<file path="config.mk">
export PLATFORM = sky130hd
export DESIGN_NAME = ptc_periodic_tick_counter
export DESIGN_NICKNAME = d
export VERILOG_FILES = /design/src/rtl/ptc_pkg.sv /design/src/rtl/ptc_periodic_tick_counter.sv
export SDC_FILE = /design/constraint.sdc
export NUM_CORES = 1
export LEC_CHECK = 0
export ABC_CLOCK_PERIOD_IN_PS = 6650
export BUFFER_PORTS_ARGS = -buffer_cell sky130_fd_sc_hd__clkbuf_2
export CORE_MARGIN = 8
export CORE_UTILIZATION = 60
export CTS_BUF_LIST = sky130_fd_sc_hd__clkbuf_4 sky130_fd_sc_hd__clkbuf_8 sky130_fd_sc_hd__clkbuf_16
export CTS_CLUSTER_SIZE = 16
export DETAILED_ROUTE_END_ITERATION = 16
export GPL_ROUTABILITY_DRIVEN = 0
export PLACE_DENSITY = 0.9
export SLEW_MARGIN = 30
export SYNTH_ARGS = -nofsm -noshare
export SYNTH_HDL_FRONTEND = slang
export SYNTH_SLANG_ARGS = --single-unit
export TNS_END_PERCENT = 5
</file>
<file path="constraint.sdc">
create_clock -name clock -period 6.65 [get_ports clock]
set_clock_uncertainty 0.15 [all_clocks]
set_input_delay 0.665 -clock clock [delete_from_list [all_inputs] [get_ports clock]]
set_output_delay 0.665 -clock clock [all_outputs]
set_load 0.03 [all_outputs]
</file>
<file path="src/rtl/ptc_pkg.sv">
// constants, field layouts and types of the periodic tick counter
// assumes a 32-bit APB slave with one register of up to 8 bits per aligned word
package ptc_pkg;

  // ----------------------------------------------------------------
  // register byte offsets
  // ----------------------------------------------------------------
  localparam logic [7:0] ADDR_SC  = 8'h00;
  localparam logic [7:0] ADDR_CNT = 8'h04;
  localparam logic [7:0] ADDR_LIM = 8'h08;
  localparam logic [7:0] ADDR_EVT = 8'h0c;
  localparam logic [7:0] ADDR_MSK = 8'h10;

  // ----------------------------------------------------------------
  // field positions and values after reset
  // ----------------------------------------------------------------
  localparam int         FLAG_BIT  = 7;
  localparam int         SRC_LSB   = 5;
  localparam int         IRQEN_BIT = 4;
  localparam int         EVT_W     = 2;
  localparam int         EVT_RECFG = 0;
  localparam int         EVT_OVRUN = 1;
  localparam logic [7:0] SC_RST    = 8'h00;
  localparam logic [7:0] CNT_RST   = 8'h00;
  localparam logic [7:0] LIM_RST   = 8'h00;
  localparam logic [1:0] EVT_RST   = 2'h0;
  localparam int         PRE_W     = 18;

  // ----------------------------------------------------------------
  // types
  // ----------------------------------------------------------------
  typedef enum logic [1:0] {
    SRC_LPO  = 2'b00,
    SRC_EXT  = 2'b01,
    SRC_INT  = 2'b10,
    SRC_INT2 = 2'b11
  } ptc_src_e;

  typedef struct packed {
    logic       matchFlag;
    ptc_src_e   sourceSelect;
    logic       matchIrqEnable;
    logic [3:0] dividerSelect;
  } ptc_ctrl_s;

  // divide-by values, code 0 means off
  localparam logic [PRE_W-1:0] DIV_BIN [16] = '{
    18'h0, 18'h8, 18'h20, 18'h40, 18'h80, 18'h100, 18'h200, 18'h400,
    18'h1, 18'h2, 18'h4, 18'ha, 18'h10, 18'h64, 18'h1f4, 18'h3e8};
  localparam logic [PRE_W-1:0] DIV_DEC [16] = '{
    18'h0, 18'h400, 18'h800, 18'h1000, 18'h2000, 18'h4000, 18'h8000,
    18'h10000, 18'h3e8, 18'h7d0, 18'h1388, 18'h2710, 18'h4e20,
    18'hc350, 18'h186a0, 18'h30d40};

  function automatic logic [PRE_W-1:0] divisor(input logic dec,
                                               input logic [3:0] code);
    return dec ? DIV_DEC[code] : DIV_BIN[code];
  endfunction : divisor

endpackage : ptc_pkg

</file>
<file path="src/rtl/ptc_periodic_tick_counter.sv">
// periodic tick counter: source select, prescaler, 8-bit counter, limit
// match flag and interrupt, behind an APB slave
// assumes the three tick sources arrive as asynchronous pins and are
// far slower than the 250 MHz clock
//
// The register offsets and register access over APB are this design's own decisions.
`timescale 1ns/1ps

// What this block does
// - The match flag in bit 7 is set on the prescaler tick that finds the counter at the limit and stays set.
// - Writing 1 to the flag clears flag and its request; writing 0 leaves it alone.
// - Reset clears the flag, source select, interrupt enable and divider select.
// - Source select 00 takes the low power oscillator, 01 the external and 1x the internal clock.
// - Changing the source select clears prescaler and counter.
// - The interrupt request is high while the flag is set and its enable bit 4 is one.
// - With source bit 0 clear the divider codes give off, binary powers, then 1 to 1000.
// - With source bit 0 set the divider codes give off, 2^10 to 2^16, then 1000 to 2x10^5.
// - Changing the divider select clears prescaler and counter.
// - The count register reads the counter and ignores writes.
// - Any write to the limit register clears prescaler and counter.
// - At the limit the next advance returns the counter to zero and sets the flag.
// - With a zero limit the flag is set on every prescaler output edge.
// - Reset clears count and limit to zero.
// - With a nonzero divider the counter steps once per prescaler period.
module ptc_periodic_tick_counter (
  // clock and reset
  input  wire logic        clock,
  input  wire logic        reset_n,
  // apb slave
  input  wire logic        psel,
  input  wire logic        penable,
  input  wire logic        pwrite,
  input  wire logic [7:0]  paddr,
  input  wire logic [31:0] pwdata,
  output logic      [31:0] prdata,
  output logic             pready,
  output logic             pslverr,
  // tick sources
  input  wire logic        lowPowerOscillator,
  input  wire logic        externalReferenceClock,
  input  wire logic        internalReferenceClock,
  // interrupt
  output logic             irq
);

  // ----------------------------------------------------------------
  // declarations
  // ----------------------------------------------------------------
  ptc_pkg::ptc_ctrl_s             ctrl_q;
  ptc_pkg::ptc_ctrl_s             ctrl_d;
  logic [7:0]                     count_q;
  logic [7:0]                     count_d;
  logic [7:0]                     limit_q;
  logic [ptc_pkg::PRE_W-1:0]      preCnt_q;
  logic [ptc_pkg::PRE_W-1:0]      preCnt_d;
  logic [ptc_pkg::EVT_W-1:0]      evt_q;
  logic [ptc_pkg::EVT_W-1:0]      evt_d;
  logic [ptc_pkg::EVT_W-1:0]      mask_q;
  logic [2:0]                     sync1_q;
  logic [2:0]                     sync2_q;
  logic [2:0]                     sync3_q;
  logic [2:0]                     level_q;
  logic [2:0]                     level_d;
  logic [2:0]                     rise_q;
  logic [31:0]                    prdata_q;
  logic                           pready_q;
  logic                           pslverr_q;
  logic                           irq_q;

  // ----------------------------------------------------------------
  // bus decode
  // ----------------------------------------------------------------
  wire setupPh  = psel & ~penable;
  wire accessWr = psel & penable & pwrite & pready_q;
  wire hitSc    = paddr == ptc_pkg::ADDR_SC;
  wire hitCnt   = paddr == ptc_pkg::ADDR_CNT;
  wire hitLim   = paddr == ptc_pkg::ADDR_LIM;
  wire hitEvt   = paddr == ptc_pkg::ADDR_EVT;
  wire hitMsk   = paddr == ptc_pkg::ADDR_MSK;
  wire mapped   = hitSc | hitCnt | hitLim | hitEvt | hitMsk;
  wire wrSc     = accessWr & hitSc;
  wire wrCnt    = accessWr & hitCnt;
  wire wrLim    = accessWr & hitLim;
  wire wrEvt    = accessWr & hitEvt;
  wire wrMsk    = accessWr & hitMsk;

  wire [1:0] newSrc = pwdata[ptc_pkg::SRC_LSB+1:ptc_pkg::SRC_LSB];
  wire [3:0] newDiv = pwdata[3:0];

  wire srcChange = wrSc & (newSrc != ctrl_q.sourceSelect);
  wire divChange = wrSc & (newDiv != ctrl_q.dividerSelect);
  // any of these restarts the whole counting chain
  wire reconfig  = srcChange | divChange | wrLim;

  // read data is captured in the setup cycle, so the access phase
  // needs no wait state; count writes land nowhere
  wire [31:0] rdData =
    hitSc  ? {24'h0, ctrl_q} :
    hitCnt ? {24'h0, count_q} :
    hitLim ? {24'h0, limit_q} :
    hitEvt ? {30'h0, evt_q} :
    hitMsk ? {30'h0, mask_q} : 32'h0;

  // ----------------------------------------------------------------
  // source synchronisers
  // ----------------------------------------------------------------
  wire [2:0] srcPins = {internalReferenceClock, externalReferenceClock,
                        lowPowerOscillator};

  // a level is accepted only once stages two and three agree
  assign level_d = (sync2_q & sync3_q) | (level_q & (sync2_q | sync3_q));

  always_ff @(posedge clock) begin
    if (!reset_n) begin
      sync1_q <= 3'h0;
      sync2_q <= 3'h0;
      sync3_q <= 3'h0;
      level_q <= 3'h0;
      rise_q  <= 3'h0;
    end else begin
      sync1_q <= srcPins;
      sync2_q <= sync1_q;
      sync3_q <= sync2_q;
      level_q <= level_d;
      rise_q  <= level_d & ~level_q;
    end
  end

  // ----------------------------------------------------------------
  // source select and prescaler
  // ----------------------------------------------------------------
  wire srcEdge =
    ctrl_q.sourceSelect[1] ? rise_q[2] :
    ctrl_q.sourceSelect[0] ? rise_q[1] : rise_q[0];

  wire [ptc_pkg::PRE_W-1:0] divValue =
    ptc_pkg::divisor(ctrl_q.sourceSelect[0], ctrl_q.dividerSelect);
  wire preRun  = ctrl_q.dividerSelect != 4'h0;
  // a tick coinciding with a restart is dropped with the old setting
  wire preTick = srcEdge & preRun & ~reconfig &
                 (preCnt_q == divValue - 18'h1);
  wire atLimit = count_q == limit_q;
  wire flagSet = preTick & atLimit;

  always_comb begin
    preCnt_d = preCnt_q;
    if (reconfig)
      preCnt_d = '0;
    else if (srcEdge & preRun)
      preCnt_d = preTick ? '0 : preCnt_q + 18'h1;
  end

  // ----------------------------------------------------------------
  // counter
  // ----------------------------------------------------------------
  always_comb begin
    count_d = count_q;
    if (reconfig)
      count_d = 8'h00;
    else if (preTick)
      count_d = atLimit ? 8'h00 : count_q + 8'h01;
  end

  // ----------------------------------------------------------------
  // control register and flag
  // ----------------------------------------------------------------
  always_comb begin
    ctrl_d = ctrl_q;
    if (wrSc) begin
      ctrl_d.sourceSelect   = ptc_pkg::ptc_src_e'(newSrc);
      ctrl_d.matchIrqEnable = pwdata[ptc_pkg::IRQEN_BIT];
      ctrl_d.dividerSelect  = newDiv;
    end
    // a match in the clearing cycle survives the clear
    ctrl_d.matchFlag = flagSet |
      (ctrl_q.matchFlag & ~(wrSc & pwdata[ptc_pkg::FLAG_BIT]));
  end

  // ----------------------------------------------------------------
  // event status and mask
  // ----------------------------------------------------------------
  wire [ptc_pkg::EVT_W-1:0] evtSet = {flagSet & ctrl_q.matchFlag, reconfig};
  wire [ptc_pkg::EVT_W-1:0] evtClr =
    wrEvt ? pwdata[ptc_pkg::EVT_W-1:0] : '0;
  assign evt_d = evtSet | (evt_q & ~evtClr);

  // the request follows next-state values so it lines up with the flag
  wire irqNext = (ctrl_d.matchFlag & ctrl_d.matchIrqEnable) |
                 (|(evt_d & (wrMsk ? pwdata[ptc_pkg::EVT_W-1:0] : mask_q)));

  // ----------------------------------------------------------------
  // state registers
  // ----------------------------------------------------------------
  always_ff @(posedge clock) begin
    if (!reset_n) begin
      ctrl_q   <= ptc_pkg::ptc_ctrl_s'(ptc_pkg::SC_RST);
      count_q  <= ptc_pkg::CNT_RST;
      limit_q  <= ptc_pkg::LIM_RST;
      preCnt_q <= '0;
      evt_q    <= ptc_pkg::EVT_RST;
      mask_q   <= ptc_pkg::EVT_RST;
      irq_q    <= 1'b0;
    end else begin
      ctrl_q   <= ctrl_d;
      count_q  <= count_d;
      preCnt_q <= preCnt_d;
      evt_q    <= evt_d;
      irq_q    <= irqNext;
      if (wrLim)
        limit_q <= pwdata[7:0];
      if (wrMsk)
        mask_q <= pwdata[ptc_pkg::EVT_W-1:0];
    end
  end

  // ----------------------------------------------------------------
  // bus answer
  // ----------------------------------------------------------------
  always_ff @(posedge clock) begin
    if (!reset_n) begin
      prdata_q  <= 32'h0;
      pready_q  <= 1'b0;
      pslverr_q <= 1'b0;
    end else begin
      pready_q  <= setupPh;
      pslverr_q <= setupPh & ~mapped;
      if (setupPh)
        prdata_q <= pwrite ? 32'h0 : rdData;
    end
  end

  assign prdata  = prdata_q;
  assign pready  = pready_q;
  assign pslverr = pslverr_q;
  assign irq     = irq_q;
endmodule : ptc_periodic_tick_counter

</file>
==> impl_metrics.env, run 1 <==
export IMPL_status="completed"
export IMPL_reg2regPathDepth=13
export IMPL_drt_pass1_iterations=5
export IMPL_synth_warnings=0
export IMPL_worstPathMaxFanout=13
export IMPL_rsz0062_at_grt="false"
export IMPL_min_period_ps=4623
export IMPL_antenna_found_initial=0
export IMPL_top_usage_layer="met2"
export IMPL_worst_slack_ps=2027
export IMPL_clk_latency_ps=350
export IMPL_syn_inst=553
export IMPL_synth_enable_flop_cells=0
export IMPL_ys_async_sr_fraction_pct=0
export IMPL_holdPathStages=1
export IMPL_fin_crit_sh_pct=69.52
export IMPL_synth_area_mm2=0.004572
export IMPL_setup_viol=0
export IMPL_die_area_mm2=0.01067
export IMPL_grt_pass1_vias=3766
export IMPL_clockBufferDepth=2
export IMPL_yosysUniqueCellTypes=71
export IMPL_grt_util_met3_pct=4.485
export IMPL_initial_utilization_pct=60.42
export IMPL_vias_per_cell=5.782
export IMPL_pre_cts_ws_ps=1869
export IMPL_slew_headroom_pct=50.14
export IMPL_drv_slew=0
export IMPL_drive_gt1_share_pct=12.46
export IMPL_max_freq_ghz=0.2163
export IMPL_die_h_um=103.3
export IMPL_min_path_type="reg2reg"
export IMPL_fillCellCount=605
export IMPL_overflow=0
export IMPL_cts_hold_buf=0
export IMPL_place_hpwl_um=7577
export IMPL_portBuffers=34
export IMPL_maxCapViolCount=0
export IMPL_cts_resized_gates=0
export IMPL_io_pins=83
export IMPL_root_buffer="clkbuf_8"
export IMPL_via_count=3932
export IMPL_p_per_area_mw_per_mm2=167.1
export IMPL_die_w_um=103.3
export IMPL_hold_viol=0
export IMPL_antenna_left=0
export IMPL_setup_tns_final_ps=0
export IMPL_fin_nets=629
export IMPL_fp_row_count=32
export IMPL_postCtsSetupBuffers=0
export IMPL_grt_util_all_layers_pct=20.16
export IMPL_leakage_nw=1.753
export IMPL_wire_per_inst_um=15.20
export IMPL_worst_setup_path_start_kind="flip-flop"
export IMPL_grtUsageMet2_pct=33.15
export IMPL_grt_use_met1_pct=24.36
export IMPL_clock_sinks=72
export IMPL_drt_iter0_markers=235
export IMPL_ys_seq_elements=72
export IMPL_clk_pin_slew_worst_paths_ps=80
export IMPL_core_mm2=0.007567
export IMPL_synth_avg_cell_area_um2=8.267
export IMPL_crit_path_end_kind="flip-flop"
export IMPL_tightest_slew_ps=746.9
export IMPL_ys_seq_area_share_pct=31.53
export IMPL_vdd_ir_drop_max_v=0.0001463
export IMPL_drc_errors=0
export IMPL_final_util_pct=63.81
export IMPL_h_tree_depth=3
export IMPL_critical_path_class="reg2reg"
export IMPL_finalWirelength_um=10340
export IMPL_numCtsBuffers=9
export IMPL_area_growth_pct=5.610
export IMPL_grt_max_degree=34
export IMPL_n_antenna_cell=0
export IMPL_grt_pass1_wl_um=17090
export IMPL_cp_required_ps=6770
export IMPL_arrival_ps=4750
export IMPL_cts_tree="yes"
export IMPL_total_power_mw=0.8069
export IMPL_synth_main_ff_cell="dfxtp_1"
==> Yosys cell counts (all sizes together) (2+ instances only) <==
master | count | area share, %
nor2 | 78 | 6.4
dfxtp | 72 | 32
nand2 | 52 | 4.5
buf | 39 | 6.5
xnor2 | 38 | 7.3
mux2i | 26 | 5.7
xor2 | 19 | 3.6
nand3 | 18 | 2.0
o21ai | 16 | 1.8
a21oi | 15 | 1.6
a22oi | 15 | 2.5
inv | 13 | 1.1
and2 | 12 | 1.6
nand4 | 12 | 1.6
clkbuf | 11 | 0.90
nor3 | 11 | 1.3
nand2b | 10 | 1.4
ha | 8 | 2.2
nor4 | 7 | 1.4
o211ai | 6 | 0.99
a21boi | 5 | 0.82
and3 | 4 | 0.55
and3b | 4 | 0.77
nand3b | 4 | 0.66
nor2b | 4 | 0.55
nor3b | 4 | 0.90
or2 | 4 | 0.55
a211oi | 3 | 0.49
a31oi | 3 | 0.74
o21a | 3 | 0.49
o31ai | 3 | 0.60
or3b | 3 | 0.57
a2111oi | 2 | 0.52
a2bb2oi | 2 | 0.52
a32oi | 2 | 0.38
and4 | 2 | 0.38
and4b | 2 | 0.44
o221ai | 2 | 0.38
or4 | 2 | 0.33
or4b | 2 | 0.44
==> per-layer routing <==
layer	wire length, um	vias up
li1	-	1921
met1	4293	1856
met2	5166	127
met3	608	28
met4	270	0
met5	0	-
==> metrics by stage <==
| stage | hold WS [ps] | cell area (um^2) | cells |
|---|---|---|---|
| 2_1_floorplan | 261.9 | 4658 | 576 |
| 3_3_place_gp | 264.4 | 4632 | 664 |
| 3_5_place_dp | 276.1 | 4632 | 664 |
| 4_1_cts | 308.7 | 4821 | 680 |
| 5_1_grt | 310.3 | 4828 | 680 |
| 6_report | 296.0 | 4828 | 680 |
==> worst max-delay path, stage by stage (launching register included) <==
cell and delay [ps]:
dfxtp_1 630, inv_1 180, ha_1 370, nand2_2 130
ha_1 260, xor2_1 200, xnor2_1 140, nand3_1 80
or4b_1 480, or4_1 440, nor4_2 290, nand4_1 500
or2_1 480, o31ai_2 200
==> placed cells by master, fill, tap and decap left out, types with 12 or more instances in the layout <==
cell type  synthesis  layout
dfxtp_1           72      70
a22oi_1           15      15
and2_1            12      12
nand4_1           12      12
mux2i_1           26      26
nor2_1            78      78
xnor2_1           38      38
clkbuf_2           0      34
nand2_1           50      50
xor2_1            19      19
conb_1             1      24
nand3_1           18      18
a21oi_1           15      15
==> sequential cells by signal, summed over array words and instances, names as in the netlist <==
name / flops
preCnt_q: 18
count_q: 8
ctrl_q: 8
limit_q: 8
prdata: 8
level_q: 3
rise_q: 3
sync1_q: 3
sync2_q: 3
sync3_q: 3
evt_q: 2
mask_q: 2
irq: 1
pready: 1
pslverr: 1
==> layout make-up <==
| cell class | instances | area (um^2) | share of cell area [%] |
|---|---|---|---|
| Multi-Input combinational cell | 441 | 2834 | 58.69 |
| Sequential cell | 72 | 1444 | 29.90 |
| Timing Repair Buffer | 36 | 185.2 | 3.835 |
| Clock buffer | 11 | 151.4 | 3.136 |
| Tap cell | 102 | 127.6 | 2.643 |
| Inverter | 13 | 48.80 | 1.011 |
| Clock inverter | 5 | 37.54 | 0.7774 |
==> worst paths after layout <==
kind               from         end  slack, ps
min          sync1_q[0]  sync2_q[0]        300
max reg2reg   ctrl_q[0]  count_q[3]       2030
min reg2reg  sync1_q[0]  sync2_q[0]        300
max           ctrl_q[0]  count_q[3]       2030
==> cells by family (layout without fill, tap and decap cells) <==
kind of cell,count (synthesis),in the layout,synth area share [%]
compound gates,88,88,14.12
xor+xnor,57,57,10.92
fa+ha+maj,8,8,2.189
buf+inv,63,65,8.484
flops,72,72,31.53
mux,26,26,5.692
other cells,1,24,0.08202
simple gates,238,238,26.98
==> power breakdown <==
part	leakage [nW]	internal (mW)	switching, mW
Sequential	0.583	0.433	0.00106
Clock	0.0924	0.158	0.170
Combinational	1.08	0.00954	0.0356
Total	1.75	0.601	0.206
(Power assumes the default switching activity.)
==> inputs of run 2 (changes only) <==
--- a/config.mk
+++ b/config.mk
@@ -5,15 +5,15 @@
 export SDC_FILE = /design/constraint.sdc
 export NUM_CORES = 1
 export LEC_CHECK = 0
-export ABC_CLOCK_PERIOD_IN_PS = 6650
+export ABC_CLOCK_PERIOD_IN_PS = 4800
 export BUFFER_PORTS_ARGS = -buffer_cell sky130_fd_sc_hd__clkbuf_2
 export CORE_MARGIN = 8
-export CORE_UTILIZATION = 60
+export CORE_UTILIZATION = 57
 export CTS_BUF_LIST = sky130_fd_sc_hd__clkbuf_4 sky130_fd_sc_hd__clkbuf_8 sky130_fd_sc_hd__clkbuf_16
 export CTS_CLUSTER_SIZE = 16
 export DETAILED_ROUTE_END_ITERATION = 16
 export GPL_ROUTABILITY_DRIVEN = 0
-export PLACE_DENSITY = 0.9
+export PLACE_DENSITY = 0.86
 export SLEW_MARGIN = 30
 export SYNTH_ARGS = -nofsm -noshare
 export SYNTH_HDL_FRONTEND = slang
==> constraint.sdc (replaced) <==
create_clock -name clock -period 4.8 [get_ports clock]
set_clock_uncertainty 0.15 [all_clocks]
set_input_delay 0.48 -clock clock [delete_from_list [all_inputs] [get_ports clock]]
set_output_delay 0.48 -clock clock [all_outputs]
set_load 0.03 [all_outputs]
==> impl_metrics.env, run 2 (synthesis gave the netlist of run 1 again) <==
export IMPL_cts_resized_gates=0
export IMPL_clock_sinks=72
export IMPL_fillCellCount=648
export IMPL_leakage_nw=1.774
export IMPL_drive_gt1_share_pct=12.37
export IMPL_core_mm2=0.007767
export IMPL_grt_max_degree=34
export IMPL_largest_register_ffs=18
export IMPL_wire_per_inst_um=15.60
export IMPL_clk_pin_slew_worst_paths_ps=80
export IMPL_crit_path_start="ctrl_q[0]"
export IMPL_fin_crit_sh_pct=92.64
export IMPL_drv_slew=0
export IMPL_min_period_ps=4447
export IMPL_finalWirelength_um=10670
export IMPL_vdd_ir_drop_max_v=0.0002735
export IMPL_min_from="internalReferenceClock"
export IMPL_root_buffer="clkbuf_8"
export IMPL_maxCapViolCount=0
export IMPL_r2r_start="ctrl_q[0]"
export IMPL_grt_util_all_layers_pct=18.75
export IMPL_setup_viol=0
export IMPL_grt_pass1_vias=3874
export IMPL_p_per_area_mw_per_mm2=236.4
export IMPL_drt_pass1_iterations=4
export IMPL_place_hpwl_um=8002
export IMPL_antenna_found_initial=0
export IMPL_final_util_pct=62.63
export IMPL_die_area_mm2=0.01114
export IMPL_numCtsBuffers=9
export IMPL_vias_per_cell=5.835
export IMPL_tightest_slew_ps=991.8
export IMPL_rsz0062_at_grt="false"
export IMPL_critical_path_class="reg2reg"
export IMPL_clk_latency_ps=350
export IMPL_die_w_um=105.6
export IMPL_clockBufferDepth=2
export IMPL_n_antenna_cell=0
export IMPL_hold_viol=0
export IMPL_status="completed"
export IMPL_grt_pass1_wl_um=17580
export IMPL_final_common_cell="nor2_1"
export IMPL_max_freq_ghz=0.2249
export IMPL_cts_hold_buf=0
export IMPL_h_tree_depth=3
export IMPL_cp_required_ps=4880
export IMPL_arrival_ps=4520
export IMPL_io_pins=83
export IMPL_fin_nets=633
export IMPL_antenna_left=0
export IMPL_initial_utilization_pct=58.86
export IMPL_drt_iter0_markers=158
export IMPL_die_h_um=105.6
export IMPL_postCtsSetupBuffers=0
export IMPL_fp_row_count=32
export IMPL_portBuffers=34
export IMPL_drc_errors=0
export IMPL_worstPathMaxFanout=13
export IMPL_crit_path_end_kind="flip-flop"
export IMPL_largest_register="preCnt_q"
export IMPL_area_growth_pct=6.404
export IMPL_overflow=0
export IMPL_layout_common_cells="nor2_1 (78), dfxtp_1 (72), nand2_1 (50), xnor2_1 (38), clkbuf_2 (34)"
export IMPL_setup_tns_final_ps=0
export IMPL_slew_headroom_pct=33.74
export IMPL_min_path_type="in2reg"
export IMPL_cts_tree="yes"
export IMPL_worst_setup_path_start_kind="flip-flop"
export IMPL_via_count=3991
export IMPL_hold_slack_ps=187.3
==> run 2: cell type report <==
cell class	instances	area, um^2	share of cell area, %
repair buffers	40	215.2	4.424
well taps	102	127.6	2.623
clock inverters	7	78.83	1.620
multi-input cells	441	2829	58.15
flip-flops and latches	72	1441	29.63
inverters	13	48.80	1.003
clock buffers	9	123.9	2.546
==> run 2: final timing paths <==
kind / depth (start not counted) / to / slack (ps)
max: 14 / count_q[3] / 350
max reg2reg: 14 / count_q[3] / 350
min: 2 / sync1_q[2] / 190
min reg2reg: 1 / sync2_q[1] / 290
==> run 2: report_power, final <==
group          internal (mW)  switching [mW]
clock network          0.245           0.240
logic                 0.0131          0.0496
registers              0.601         0.00150
==> run 2: worst max-delay path, stage by stage, from the launching register on <==
cell	delay (ps)
dfxtp_1	640
inv_1	190
ha_1	370
nand2_2	130
ha_1	280
xor2_1	210
xnor2_1	150
nand3_1	70
or4b_1	470
or4_1	440
nor4_2	350
nand4_1	310
buf_4	270
o211ai_1	210
o31ai_2	90
==> run 2: per-stage QoR <==
stage / total power, mW / worst slack (ps) / instances / cell area [um^2]
final: 1.150 / 353.2 / 684 / 4865
after global routing: 1.190 / 152.8 / 684 / 4865
after CTS: 1.155 / 434.7 / 684 / 4865
after detailed placement: 0.6773 / 439.8 / 668 / 4662
after global placement: 0.6758 / 650.4 / 668 / 4662
after floorplan: 0.6760 / 1179 / 576 / 4658
==> run 2: routing by layer <==
metal  wire length (um)  track usage [%]
met2               5402            33.77
met5                  0                0
met4                206            6.734
met3                504            4.202
met1               4558            21.16
==> inputs of run 3 (changes only) <==
--- a/config.mk
+++ b/config.mk
@@ -5,10 +5,11 @@
 export SDC_FILE = /design/constraint.sdc
 export NUM_CORES = 1
 export LEC_CHECK = 0
+export ABC_AREA = 1
 export ABC_CLOCK_PERIOD_IN_PS = 4800
 export BUFFER_PORTS_ARGS = -buffer_cell sky130_fd_sc_hd__clkbuf_2
 export CORE_MARGIN = 8
-export CORE_UTILIZATION = 57
+export CORE_UTILIZATION = 58
 export CTS_BUF_LIST = sky130_fd_sc_hd__clkbuf_4 sky130_fd_sc_hd__clkbuf_8 sky130_fd_sc_hd__clkbuf_16
 export CTS_CLUSTER_SIZE = 16
 export DETAILED_ROUTE_END_ITERATION = 16
==> impl_metrics.env, run 3 <==
export IMPL_drt_iter0_markers=496
export IMPL_cts_resized_gates=0
export IMPL_h_tree_depth=3
export IMPL_die_w_um=111.5
export IMPL_drv_slew=0
export IMPL_yosysUniqueCellTypes=41
export IMPL_total_power_mw=1.201
export IMPL_cts_tree="yes"
export IMPL_synth_main_ff_cell="dfxtp_1"
export IMPL_clk_pin_slew_worst_paths_ps=100
export IMPL_yosys_area_share_simple_pct=42.56
export IMPL_synth_area_top_cells="dfxtp_1 (27%), nand2_1 (17%), inv_1 (6.7%)"
export IMPL_antenna_found_initial=0
export IMPL_swShare_pct=27.15
export IMPL_synth_area_leader_cell="dfxtp_1"
export IMPL_grt_pass1_wl_um=22180
export IMPL_synth_area_mm2=0.005286
export IMPL_maxCapViolCount=0
export IMPL_fp_row_count=35
export IMPL_max_stage_delay_ps=840
export IMPL_io_pins=83
export IMPL_p_per_area_mw_per_mm2=214.5
export IMPL_ys_seq_area_share_pct=27.27
export IMPL_synth_commonest_cells="nand2_1 (236), inv_1 (94), nor2_1 (76), dfxtp_1 (72), nand3_1 (59)"
export IMPL_min_period_ps=3508
export IMPL_final_util_pct=62.09
export IMPL_pwr_share_comb_pct=5.6
export IMPL_fin_nets=920
export IMPL_postCtsSetupBuffers=0
export IMPL_antenna_left=0
export IMPL_internal_power_mw=0.8753
export IMPL_clk_latency_ps=360
export IMPL_numCtsBuffers=9
export IMPL_drc_errors=0
export IMPL_synth_fa_ha_area_share_pct=1.893
export IMPL_worst_setup_path_start_kind="flip-flop"
export IMPL_finalWirelength_um=13100
export IMPL_final_common_cell="nand2_1"
export IMPL_worstPathMaxFanout=19
export IMPL_area_growth_pct=5.964
export IMPL_synth_enable_flop_cells=0
export IMPL_root_buffer="clkbuf_8"
export IMPL_synth_compound_area_share_pct=11.74
export IMPL_largest_register_ffs=18
export IMPL_tightest_slew_ps=876.6
export IMPL_drt_pass1_iterations=6
export IMPL_pwr_share_clk_pct=44.3
export IMPL_status="completed"
export IMPL_syn_inst=835
export IMPL_yosys_area_share_xor_xnor_pct=3.456
export IMPL_die_area_mm2=0.01243
export IMPL_wire_per_inst_um=13.37
export IMPL_p_seq_share_pct=50.1
export IMPL_setup_tns_final_ps=0
export IMPL_via_count=5290
export IMPL_layout_common_cells="nand2_1 (236), inv_1 (94), nor2_1 (76), dfxtp_1 (72), nand3_1 (59)"
export IMPL_clockBufferDepth=2
export IMPL_synth_warnings=0
export IMPL_fin_crit_sh_pct=73.09
export IMPL_cts_hold_buf=0
export IMPL_grt_max_degree=26
export IMPL_synth_top_area_share_pct=27.27
export IMPL_grt_util_all_layers_pct=21.06
export IMPL_crit_chain="nand4_1 > ha_1 > xor2_1 > nand3_1 > nor2_1 > nand3_1 > a21oi_1 > nand2_1 > nor2_1 > nand2_1 > nor2_4 > nand4_1 > nand2_1 > nor2_1"
export IMPL_initial_utilization_pct=58.60
export IMPL_min_path_type="in2reg"
export IMPL_die_h_um=111.5
export IMPL_synth_avg_cell_area_um2=6.331
export IMPL_yosysMostFrequentCell="nand2_1"
export IMPL_synth_top_family_by_area="simple AND/OR/NAND/NOR gates"
export IMPL_p_switching_mw=0.3262
export IMPL_place_hpwl_um=10100
export IMPL_synth_mux_area_share_pct=0
export IMPL_drive_gt1_share_pct=14.96
export IMPL_arrival_ps=3610
export IMPL_crit_path_top_delay_cell="dfxtp_1"
export IMPL_hold_viol=0
export IMPL_cp_required_ps=4900
export IMPL_rsz0062_at_grt="false"
export IMPL_portBuffers=34
export IMPL_leakage_nw=2.647
export IMPL_clock_sinks=72
export IMPL_crit_path_end_kind="flip-flop"
export IMPL_grt_pass1_vias=5040
export IMPL_ys_async_sr_fraction_pct=0
export IMPL_ys_seq_elements=72
export IMPL_slew_headroom_pct=41.48
export IMPL_overflow=0
export IMPL_vias_per_cell=5.398
export IMPL_setup_viol=0
export IMPL_core_mm2=0.009021
export IMPL_max_freq_ghz=0.2851
export IMPL_critical_path_class="reg2reg"
export IMPL_n_antenna_cell=0
export IMPL_vdd_ir_drop_max_v=0.0001649
export IMPL_largest_register="preCnt_q"
## run 3: cell types whose count changed after synthesis, sizes merged, moves of 15 or more
cell,before,now
a21oi,15,56
nor2,78,98
nand3,18,67
nand2,52,260
xnor2,38,3
inv,13,106
a22oi,15,0
mux2i,26,0
o21ai,16,37
## run 3: stage by stage
step	setup slack (ps)	std cells	hold WS [ps]	area, um^2
floorplan	2030	858	240.5	5373
global placement	1347	964	243.7	5391
detailed placement	1299	964	253.9	5391
CTS	1281	980	141.2	5602
global route	941.9	980	149.2	5602
finish	1292	980	160.1	5602
## run 3: final timing paths
path         depth (start not counted)          startpoint          to  slack (ps)
max                                 14           ctrl_q[3]  count_q[6]        1290
max reg2reg                         14           ctrl_q[3]  count_q[6]        1290
min reg2reg                          1          level_q[1]   rise_q[1]         270
min                                  3  lowPowerOscillator  sync1_q[0]         160
## run 3: layout make-up
type	instances	area, um^2
clock buffer	10	137.6
clock inverter	6	72.57
fill	875	3420
inverter	106	397.9
multi-input combinational	641	3243
sequential	72	1441
tap	111	138.9
timing repair buffer	34	170.2
## run 3: logic make-up (layout without fill, tap and decap cells)
logic type / after synthesis / count (layout)
AND/OR/NAND/NOR: 480 / 480
buffers and inverters: 145 / 156
AO/OA/AOI/OAI: 109 / 109
flip-flops: 72 / 72
XOR/XNOR: 20 / 20
adder cells (fa/ha/maj): 8 / 8
other: 1 / 24
## run 3: layer usage
metal,up-vias,track usage (%),part of all wire [%]
met3,37,4.140,7.4
met2,208,34.57,45
met1,2362,25.54,44
met5,-,0,0
met4,0,10.76,3.6
li1,2683,-,-
## run 3: power by group through the flow
stage | clock [mW] | sequential (mW) | combinational, mW
floorplan | 0 | 0.618 | 0.0627
detailed placement | 0 | 0.616 | 0.0660
global route | 0.558 | 0.603 | 0.0736
finish | 0.532 | 0.602 | 0.0670
global placement | 0 | 0.616 | 0.0653
CTS | 0.535 | 0.602 | 0.0662
## run 3: critical path: cells and delay by family, from the launching register on
kind / cells / cell delay, ps
fa+ha+maj: 1 / 410
xor+xnor: 1 / 190
compound gates: 1 / 120
simple gates: 11 / 1670
flops: 1 / 840
